`src/design/alu_timing_pkg.sv`:
```
package alu_timing_pkg;

   // -----------------------------------------------------------------
   // Operation codes
   // -----------------------------------------------------------------
   typedef enum logic [4:0] {
      add_op,
      add_with_carry_op,
      subtract_with_borrow_op,
      increment_op,
      decrement_op,
      data_pointer_inc_op,
      logical_and_op,
      logical_or_op,
      logical_xor_op,
      multiply_op,
      divide_op,
      decimal_adjust_op
   } op_type;

   // -----------------------------------------------------------------
   // Operand sources and destinations
   // -----------------------------------------------------------------
   typedef enum logic [2:0] {
      mode_accumulator,
      mode_working_register,
      mode_direct,
      mode_indirect,
      mode_immediate,
      mode_direct_acc,
      mode_direct_immediate
   } addr_mode_type;

   localparam int DATA_W        = 8;
   localparam int CYCLE_CNT_W   = 4;
   localparam int BYTE_CNT_W    = 2;

   // Instruction lengths in bytes
   localparam logic [1:0] LEN_ONE   = 2'h1;
   localparam logic [1:0] LEN_TWO   = 2'h2;
   localparam logic [1:0] LEN_THREE = 2'h3;

   // Execution times in system clock cycles
   localparam logic [3:0] CYC_ONE   = 4'h1;
   localparam logic [3:0] CYC_TWO   = 4'h2;
   localparam logic [3:0] CYC_THREE = 4'h3;
   localparam logic [3:0] CYC_MUL   = 4'h4;
   localparam logic [3:0] CYC_DIV   = 4'h8;

   // Flag, accumulator and data pointer reset values
   localparam logic       CARRY_RST = 1'b0;
   localparam logic [7:0] ACC_RST   = 8'h00;
   localparam logic [15:0] DATA_POINTER_RST = 16'h0000;

endpackage

```
`src/design/alu_timing_table.sv`:
```
`timescale 1ns/1ps
module alu_timing_table
   import alu_timing_pkg::*;
(
   input  op_type        op,
   input  addr_mode_type mode,
   output logic [1:0]    length,
   output logic [3:0]    cycles,
   output logic          legal
);

   always_comb begin
      length = LEN_ONE;
      cycles = CYC_ONE;
      legal  = 1'b1;
      unique case (mode)
         mode_accumulator, mode_working_register: begin
            length = LEN_ONE; // RULE1 RULE9
            cycles = CYC_ONE; // RULE1 RULE9 RULE16
         end
         mode_direct, mode_immediate, mode_direct_acc: begin
            length = LEN_TWO; // RULE2 RULE4 RULE6 RULE10 RULE12 RULE13
            cycles = CYC_TWO;
         end
         mode_indirect: begin
            length = LEN_ONE; // RULE3 RULE7 RULE11
            cycles = CYC_TWO;
         end
         mode_direct_immediate: begin
            length = LEN_THREE; // RULE14
            cycles = CYC_THREE;
         end
         default: legal = 1'b0;
      endcase
      unique case (op)
         multiply_op: begin
            length = LEN_ONE; // RULE16
            cycles = CYC_MUL;
            legal  = (mode == mode_accumulator);
         end
         divide_op: begin
            length = LEN_ONE;
            cycles = CYC_DIV;
            legal  = (mode == mode_accumulator);
         end
         decimal_adjust_op, data_pointer_inc_op: begin
            length = LEN_ONE; // RULE8
            cycles = CYC_ONE;
            legal  = (mode == mode_accumulator);
         end
         add_op, add_with_carry_op, subtract_with_borrow_op: begin
            if (mode == mode_accumulator || mode == mode_direct_acc
                || mode == mode_direct_immediate) begin
               legal = 1'b0;
            end
         end
         increment_op, decrement_op: begin
            if (mode == mode_immediate || mode == mode_direct_acc
                || mode == mode_direct_immediate) begin
               legal = 1'b0;
            end
         end
         logical_and_op, logical_or_op: begin
            if (mode == mode_accumulator) begin
               legal = 1'b0;
            end
         end
         logical_xor_op: begin
            if (mode == mode_accumulator || mode == mode_direct_immediate) begin
               legal = 1'b0;
            end
         end
         default: legal = 1'b0;
      endcase
   end

endmodule // alu_timing_table

```
`src/design/arith_logic_instr_timing.sv`:
```
`timescale 1ns/1ps
// Contract
// RULE1 - Register add, add-carry, subtract-borrow: one byte, one cycle.
// RULE2 - Direct-byte add forms into accumulator: two bytes, two cycles.
// RULE3 - Indirect RAM add, add-carry, subtract-borrow: one byte, two cycles.
// RULE4 - Immediate add, add-carry, subtract-borrow: two bytes, two cycles.
// RULE5 - Subtract removes operand and borrow from accumulator, result there.
// RULE6 - Increment or decrement direct byte: two bytes, two cycles.
// RULE7 - Increment or decrement indirect RAM: one byte, two cycles.
// RULE8 - Data pointer increment: one byte, one cycle.
// RULE9 - Register AND, OR, XOR into accumulator: one byte, one cycle.
// RULE10 - Direct-byte AND, OR, XOR into accumulator: two bytes, two cycles.
// RULE11 - Indirect RAM logic into accumulator: one byte, two cycles.
// RULE12 - Immediate logic into accumulator: two bytes, two cycles.
// RULE13 - Logic from accumulator into direct byte: two bytes, two cycles.
// RULE14 - AND or OR immediate into direct byte: three bytes, three cycles.
// RULE15 - Arithmetic updates carry, aux carry, overflow; logic leaves them.
// RULE16 - Multiply, divide, decimal adjust, accumulator inc/dec follow same timing; code runs multiply in 4 cycles, divide in 8.
module arith_logic_instr_timing
   import alu_timing_pkg::*;
(
   input  wire logic          mclk,
   input  wire logic          nrst,
   input  wire logic          start,
   input  op_type             op,
   input  addr_mode_type      mode,
   input  wire logic [7:0]    operand,
   input  wire logic [7:0]    immediate,
   input  wire logic [7:0]    b_in,
   output logic               busy,
   output logic               done,
   output logic               illegal,
   output logic [1:0]         instr_length,
   output logic [3:0]         instr_cycles,
   output logic [7:0]         acc,
   output logic [7:0]         b_out,
   output logic [15:0]        data_pointer,
   output logic               carry,
   output logic               aux_carry,
   output logic               overflow,
   output logic [7:0]         mem_result,
   output logic               mem_write
);

   typedef enum logic [1:0] {st_idle, st_exec, st_done} state_type;

   // -----------------------------------------------------------------
   // Timing lookup
   // -----------------------------------------------------------------
   logic [1:0] tab_length;
   logic [3:0] tab_cycles;
   logic       tab_legal;

   alu_timing_table timing_table (
      .op     (op),
      .mode   (mode),
      .length (tab_length),
      .cycles (tab_cycles),
      .legal  (tab_legal)
   );

   // -----------------------------------------------------------------
   // State
   // -----------------------------------------------------------------
   state_type      state_reg, state_next;
   logic [3:0]     count_reg, count_next;
   logic [1:0]     len_reg, len_next;
   logic [3:0]     cyc_reg, cyc_next;
   logic           ill_reg, ill_next;
   op_type         op_reg, op_next;
   addr_mode_type  mode_reg, mode_next;
   logic [7:0]     src_reg, src_next;
   logic [7:0]     imm_reg, imm_next;
   logic [7:0]     acc_reg, acc_next;
   logic [7:0]     b_reg, b_next;
   logic [15:0]    data_pointer_reg, data_pointer_next;
   logic           cy_reg, cy_next;
   logic           ac_reg, ac_next;
   logic           ov_reg, ov_next;
   logic [7:0]     mres_reg, mres_next;
   logic           mwr_reg, mwr_next;

   // -----------------------------------------------------------------
   // Datapath helpers
   // -----------------------------------------------------------------
   logic [8:0]  sum9;
   logic [4:0]  sum5;
   logic [8:0]  dif9;
   logic [4:0]  dif5;
   logic [15:0] prod;
   logic [7:0]  lhs;
   logic [7:0]  rhs;
   logic        cin;
   logic [8:0]  da_tmp;
   logic [7:0]  lres;

   always_comb begin
      // Direct destinations put the memory byte on the left
      lhs = (mode_reg == mode_direct_immediate) ? src_reg : acc_reg;
      rhs = (mode_reg == mode_direct_immediate) ? imm_reg : src_reg;
      if (mode_reg == mode_direct_acc) begin
         lhs = src_reg;
         rhs = acc_reg;
      end
      cin  = (op_reg == add_with_carry_op) ? cy_reg : 1'b0;
      sum9 = {1'b0, acc_reg} + {1'b0, src_reg} + {8'h00, cin};
      sum5 = {1'b0, acc_reg[3:0]} + {1'b0, src_reg[3:0]} + {4'h0, cin};
      // RULE5
      dif9 = {1'b0, acc_reg} - {1'b0, src_reg} - {8'h00, cy_reg};
      dif5 = {1'b0, acc_reg[3:0]} - {1'b0, src_reg[3:0]} - {4'h0, cy_reg};
      prod = {8'h00, acc_reg} * {8'h00, b_reg};
      da_tmp = {1'b0, acc_reg};
      if (ac_reg || acc_reg[3:0] > 4'h9) begin
         da_tmp = da_tmp + 9'h006;
      end
      if (cy_reg || da_tmp[8] || da_tmp[7:4] > 4'h9) begin
         da_tmp = da_tmp + 9'h060;
      end
      // One result path shared by all three logic ops
      if (op_reg == logical_and_op) begin
         lres = lhs & rhs;
      end else if (op_reg == logical_or_op) begin
         lres = lhs | rhs;
      end else begin
         lres = lhs ^ rhs;
      end
   end

   // -----------------------------------------------------------------
   // Sequencer and execution
   // -----------------------------------------------------------------
   always_comb begin
      state_next = state_reg;
      count_next = count_reg;
      len_next   = len_reg;
      cyc_next   = cyc_reg;
      ill_next   = ill_reg;
      op_next    = op_reg;
      mode_next  = mode_reg;
      src_next   = src_reg;
      imm_next   = imm_reg;
      acc_next   = acc_reg;
      b_next     = b_reg;
      data_pointer_next  = data_pointer_reg;
      cy_next    = cy_reg;
      ac_next    = ac_reg;
      ov_next    = ov_reg;
      mres_next  = mres_reg;
      mwr_next   = 1'b0;
      unique case (state_reg)
         st_idle, st_done: begin
            state_next = st_idle;
            if (start) begin
               op_next   = op;
               mode_next = mode;
               src_next  = operand;
               imm_next  = immediate;
               b_next    = b_in;
               len_next  = tab_length;
               cyc_next  = tab_cycles;
               ill_next  = ~tab_legal;
               // Done follows the taking edge by the table's whole duration
               count_next = tab_cycles - 4'h1; // RULE2 RULE3 RULE4 RULE10 RULE11 RULE12
               state_next = st_exec;
            end
         end
         st_exec: begin
            if (count_reg != 4'h0) begin
               count_next = count_reg - 4'h1;
            end else begin
               state_next = st_done;
               // Illegal forms spend the table time but change no state
               if (!ill_reg) begin
                  unique case (op_reg)
                     add_op, add_with_carry_op: begin
                        acc_next = sum9[7:0];
                        cy_next  = sum9[8]; // RULE15
                        ac_next  = sum5[4];
                        ov_next  = (acc_reg[7] == src_reg[7]) && (sum9[7] != acc_reg[7]);
                     end
                     subtract_with_borrow_op: begin
                        acc_next = dif9[7:0]; // RULE5
                        cy_next  = dif9[8]; // RULE15
                        ac_next  = dif5[4];
                        ov_next  = (acc_reg[7] != src_reg[7]) && (dif9[7] != acc_reg[7]);
                     end
                     increment_op, decrement_op: begin
                        if (mode_reg == mode_accumulator) begin
                           acc_next = (op_reg == increment_op) ? acc_reg + 8'h01
                                                               : acc_reg - 8'h01; // RULE16
                        end else begin
                           mres_next = (op_reg == increment_op) ? src_reg + 8'h01
                                                                : src_reg - 8'h01; // RULE6 RULE7
                           mwr_next  = 1'b1;
                        end
                     end
                     data_pointer_inc_op: data_pointer_next = data_pointer_reg + 16'h0001; // RULE8
                     logical_and_op, logical_or_op, logical_xor_op: begin
                        // Flags untouched by logic ops
                        if (mode_reg == mode_direct_acc || mode_reg == mode_direct_immediate) begin
                           mres_next = lres; // RULE13 RULE14
                           mwr_next  = 1'b1;
                        end else begin
                           acc_next = lres; // RULE9 RULE15
                        end
                     end
                     multiply_op: begin
                        acc_next = prod[7:0];
                        b_next   = prod[15:8];
                        cy_next  = 1'b0;
                        ov_next  = (prod[15:8] != 8'h00);
                     end
                     // Divide by zero keeps both registers; overflow flags it
                     divide_op: begin
                        cy_next = 1'b0;
                        ov_next = (b_reg == 8'h00);
                        if (b_reg != 8'h00) begin
                           acc_next = acc_reg / b_reg;
                           b_next   = acc_reg % b_reg;
                        end
                     end
                     decimal_adjust_op: begin
                        acc_next = da_tmp[7:0];
                        cy_next  = cy_reg | da_tmp[8];
                     end
                     default: ;
                  endcase
               end
            end
         end
         default: state_next = st_idle;
      endcase
   end

   always_ff @(posedge mclk or negedge nrst) begin
      if (!nrst) begin
         state_reg <= st_idle;
         count_reg <= 4'h0;
         len_reg   <= 2'h0;
         cyc_reg   <= 4'h0;
         ill_reg   <= 1'b0;
         op_reg    <= add_op;
         mode_reg  <= mode_accumulator;
         src_reg   <= 8'h00;
         imm_reg   <= 8'h00;
         acc_reg   <= ACC_RST;
         b_reg     <= 8'h00;
         data_pointer_reg  <= DATA_POINTER_RST;
         cy_reg    <= CARRY_RST;
         ac_reg    <= CARRY_RST;
         ov_reg    <= CARRY_RST;
         mres_reg  <= 8'h00;
         mwr_reg   <= 1'b0;
      end else begin
         state_reg <= state_next;
         count_reg <= count_next;
         len_reg   <= len_next;
         cyc_reg   <= cyc_next;
         ill_reg   <= ill_next;
         op_reg    <= op_next;
         mode_reg  <= mode_next;
         src_reg   <= src_next;
         imm_reg   <= imm_next;
         acc_reg   <= acc_next;
         b_reg     <= b_next;
         data_pointer_reg  <= data_pointer_next;
         cy_reg    <= cy_next;
         ac_reg    <= ac_next;
         ov_reg    <= ov_next;
         mres_reg  <= mres_next;
         mwr_reg   <= mwr_next;
      end
   end

   // -----------------------------------------------------------------
   // Outputs
   // -----------------------------------------------------------------
   // Status decodes the state register, so no extra flops
   assign busy         = (state_reg == st_exec);
   assign done         = (state_reg == st_done);
   assign illegal      = ill_reg;
   assign instr_length = len_reg;
   assign instr_cycles = cyc_reg;
   assign acc          = acc_reg;
   assign b_out        = b_reg;
   assign data_pointer = data_pointer_reg;
   assign carry        = cy_reg;
   assign aux_carry    = ac_reg;
   assign overflow     = ov_reg;
   assign mem_result   = mres_reg;
   assign mem_write    = mwr_reg;

   // -----------------------------------------------------------------
   // Elaboration checks
   // -----------------------------------------------------------------
   // Longest op must fit the cycle counter and the length field
   if (int'(CYC_DIV) >= (1 << CYCLE_CNT_W)) begin : g_cycle_width_check
      $error("cycle counter too narrow for the longest op");
   end
   if (int'(LEN_THREE) >= (1 << BYTE_CNT_W)) begin : g_length_width_check
      $error("length field too narrow for the longest op");
   end

endmodule // arith_logic_instr_timing

```
`config.mk`:
```
export PLATFORM = sky130hd
export DESIGN_NAME = arith_logic_instr_timing
export DESIGN_NICKNAME = d
export VERILOG_FILES = /design/src/design/alu_timing_pkg.sv /design/src/design/alu_timing_table.sv /design/src/design/arith_logic_instr_timing.sv
export SDC_FILE = /design/constraint.sdc
export NUM_CORES = 1
export LEC_CHECK = 0
export BUFFER_PORTS_ARGS = -buffer_cell sky130_fd_sc_hd__buf_4
export CORE_ASPECT_RATIO = 2
export CORE_MARGIN = 4
export CORE_UTILIZATION = 35
export DETAILED_ROUTE_END_ITERATION = 6
export SYNTH_ARGS = -nofsm -noshare
export SYNTH_HDL_FRONTEND = slang
export SYNTH_SLANG_ARGS = --single-unit
```
`constraint.sdc`:
```
create_clock -name mclk -period 12 [get_ports mclk]
set_input_delay 2.4 -clock mclk [delete_from_list [all_inputs] [get_ports mclk]]
set_output_delay 2.4 -clock mclk [all_outputs]
set_load 0.01 [all_outputs]
```
==> results.py <==
metrics = {
    "run_status": {
        "status": "complete, no violations",
    },
    "drt": {
        "wl_per_cell_um": 20.48,
        "drt_iter0_drc": 516,
        "dr.pass1.iters": 5,
        "wl_mm": 35.53,
        "via_per_inst": 5.753,
        "ant_nets": 0,
        "drc": 0,
        "vias": 9981,
    },
    "timing": {
        "slew_viol_final": 0,
        "hold_viol_final": 0,
        "finalSetupViolations": 0,
        "final.setup.tns_ns": 0,
        "whs_ns": 0.4730,
        "slew_headroom_pct": 36.91,
        "fin_skew_ns": 0.01106,
        "worst_pin_slew_ns": 0.9437,
        "fmax_mhz": 89.63,
        "period_needed_ns": 11.16,
        "fin_crit_sh_pct": 92.97,
        "rsz0062_at_grt": "false",
    },
    "synth": {
        "syn-num-nets": 1508,
        "syn_area_per_cell_um2": 8.049,
        "seq_area_frac_synth_pct": 19.37,
        "synth_top_cells_by_area": "dfrtp_1, ha_1, fa_1, nand2_1, xnor2_1",
        "synthAdderAreaFrac_pct": 23.77,
        "synth_compound_area_share_pct": 21.50,
        "synth_flop_cell": "dfrtp_1",
        "synth_area_leader_cell": "dfrtp_1",
        "synth_top_family_by_area": "adder cells",
        "synth-simple-area-share_pct": 19.25,
        "ys_ff_latch": 81,
        "synth.most_common_cell": "nand2_1",
        "ys_types": 89,
        "ys_top_cells_by_count": "nand2_1, ha_1, inv_1",
        "synth_edf_count": 0,
        "muxShareOfSynthArea_pct": 2.774,
        "ys_warn_count": 0,
        "syn_inst": 1300,
        "netlist.area_leader.share_pct": 19.37,
        "synth-async-reset-ratio_pct": 100.0,
        "syn_area_um2": 10460,
        "synth_xor_area_share_pct": 6.577,
    },
    "cts": {
        "cts_buffers": 9,
        "clk_pin_slew_worst_paths_ns": 0.07,
        "cts_sinks": 81,
        "clock_path_buffers": 2,
        "hold_buffers": 0,
        "root_buffer": "clkbuf_16",
        "clock_latency_ns": 0.37,
        "cts_max_level": 3,
        "cts_tree": "yes",
    },
    "global_route": {
        "grt_overflow": 0,
        "antenna_found_initial": 0,
        "grt_usage_pct": 21.88,
        "grt_pass1_vias": 10265,
        "grt_max_degree": 63,
        "grt_pass1_wl_mm": 55.38,
    },
    "worst_setup_path": {
        "path_max_fanout": 11,
        "arrival_ns": 11.44,
        "crit_type": "reg2reg",
        "critPathMaxStageDelay_ns": 0.51,
        "crit_buf_inv": 4,
        "cp_top_family": "compound AO/OA/AOI/OAI gates",
        "critical_path.endpoint_type": "register",
        "critPathSlowestCell": "dfrtp_1",
        "critPathLaunchType": "register",
        "cp_data_required_time_ns": 12.28,
        "rrSetupSlack_ns": 0.84,
    },
    "hold_path": {
        "holdCritPathClass": "reg2reg",
    },
    "job": {
        "max_cap_viol_count": 0,
    },
    "die": {
        "fp.dieH_um": 252.5,
        "ioPinCount": 88,
        "coreArea_um2": 29510,
        "die_x_um": 130.3,
        "initial_utilization_pct": 35.46,
        "die-area_um2": 32900,
        "fp-row-count": 89,
    },
    "finish": {
        "design_area_um2": 11910,
        "fill_cells": 2980,
        "finalNetCount": 1574,
        "antenna_cells": 0,
        "drive_above_1_share_pct": 12.55,
        "largest_register_ffs": 16,
        "area_delta_synth_final_pct": 13.86,
    },
    "place": {
        "gp_congestion": 0.9497,
        "hpwl_mm": 28.21,
        "io_buffers": 87,
        "dpl_cell_area_um2": 11530,
    },
}
==> logic make-up (layout without fill, tap and decap cells) <==
kind of cell	count (synthesis)	after routing
buffers and inverters	183	254
XOR/XNOR	77	77
AND/OR/NAND/NOR	430	430
multiplexers	26	26
flip-flops	81	81
adder cells (fa/ha/maj)	173	173
AO/OA/AOI/OAI	330	330
==> stage by stage <==
step / utilization, % / cells / setup slack [ns]
after detailed placement: 39.07 / 1718 / 0.2936
after CTS: 40.18 / 1734 / 0.2347
final: 40.37 / 1735 / 0.8432
after global placement: 39.07 / 1718 / 0.4807
after floorplan: - / 1300 / 1.419
after global routing: 40.37 / 1735 / 0.04486
==> repair_timing <==
action / CTS / global route
resized for setup: 0 / 9
setup buffers: 0 / 1
setup endpoints to repair: 0 / 9
==> per-layer routing <==
metal  GRT usage, %  vias up  part of all wire, %
met5              0        -                    0
li1               -     4705                    -
met2          39.92      315                   53
met3          2.517      146                  3.5
met4          17.66        0                  9.0
met1          21.50     4815                   34
==> worst paths after layout <==
path | start | end | cells past startpoint
setup / recovery | b_out[5] | b_out[7] | 49
min in group asynchronous | nrst | count_reg[3] | 1
hold reg to reg | imm_reg[7] | imm_reg[7] | 2
setup reg to reg | b_out[5] | b_out[7] | 49
hold / removal | imm_reg[7] | imm_reg[7] | 2
max in group asynchronous | nrst | acc[4] | 2
==> worst min-delay path, stage by stage, from the launching register on <==
cell	delay, ns
dfrtp_1	0.34
nand2_1	0.05
nand2_1	0.05
==> area by class of cell <==
cell class	count	area [um^2]	share of cell area [%]
clock buffers	11	242.7	2.037
multi-input cells	1036	7781	65.31
clock inverters	5	86.33	0.7246
repair buffers	114	855.8	7.183
well taps	364	455.4	3.823
inverters	124	465.4	3.907
flip-flops and latches	81	2027	17.01
==> cells in the final DEF, fill, tap and decap left out, types with 6 or more instances in the layout <==
master     instances
inv_1            119
a21o_1            19
fa_1              43
nor2b_1           19
nor3_1            27
dfrtp_1           81
o211ai_1          13
nand3_1           26
o22ai_1            6
nor2_1           108
nand2_1          169
o221ai_1           8
ha_1             130
xnor2_1           54
o21a_1             9
nand4_1            8
o21ai_0           52
o31ai_1            9
a2111oi_0          6
nand2b_1          14
o21bai_1           6
mux2i_1           11
and3_1            12
mux2_2            11
buf_4            114
clkbuf_16          9
o22a_1            10
nor4_1             7
o21ai_1           21
xor2_1            22
a211oi_1          20
a21oi_1           73
a31oi_1           12
or3_1              7
Power is left out: the tool's default activity adds up to more than one toggle a clock period on the data nets, which glitch-free logic cannot reach.
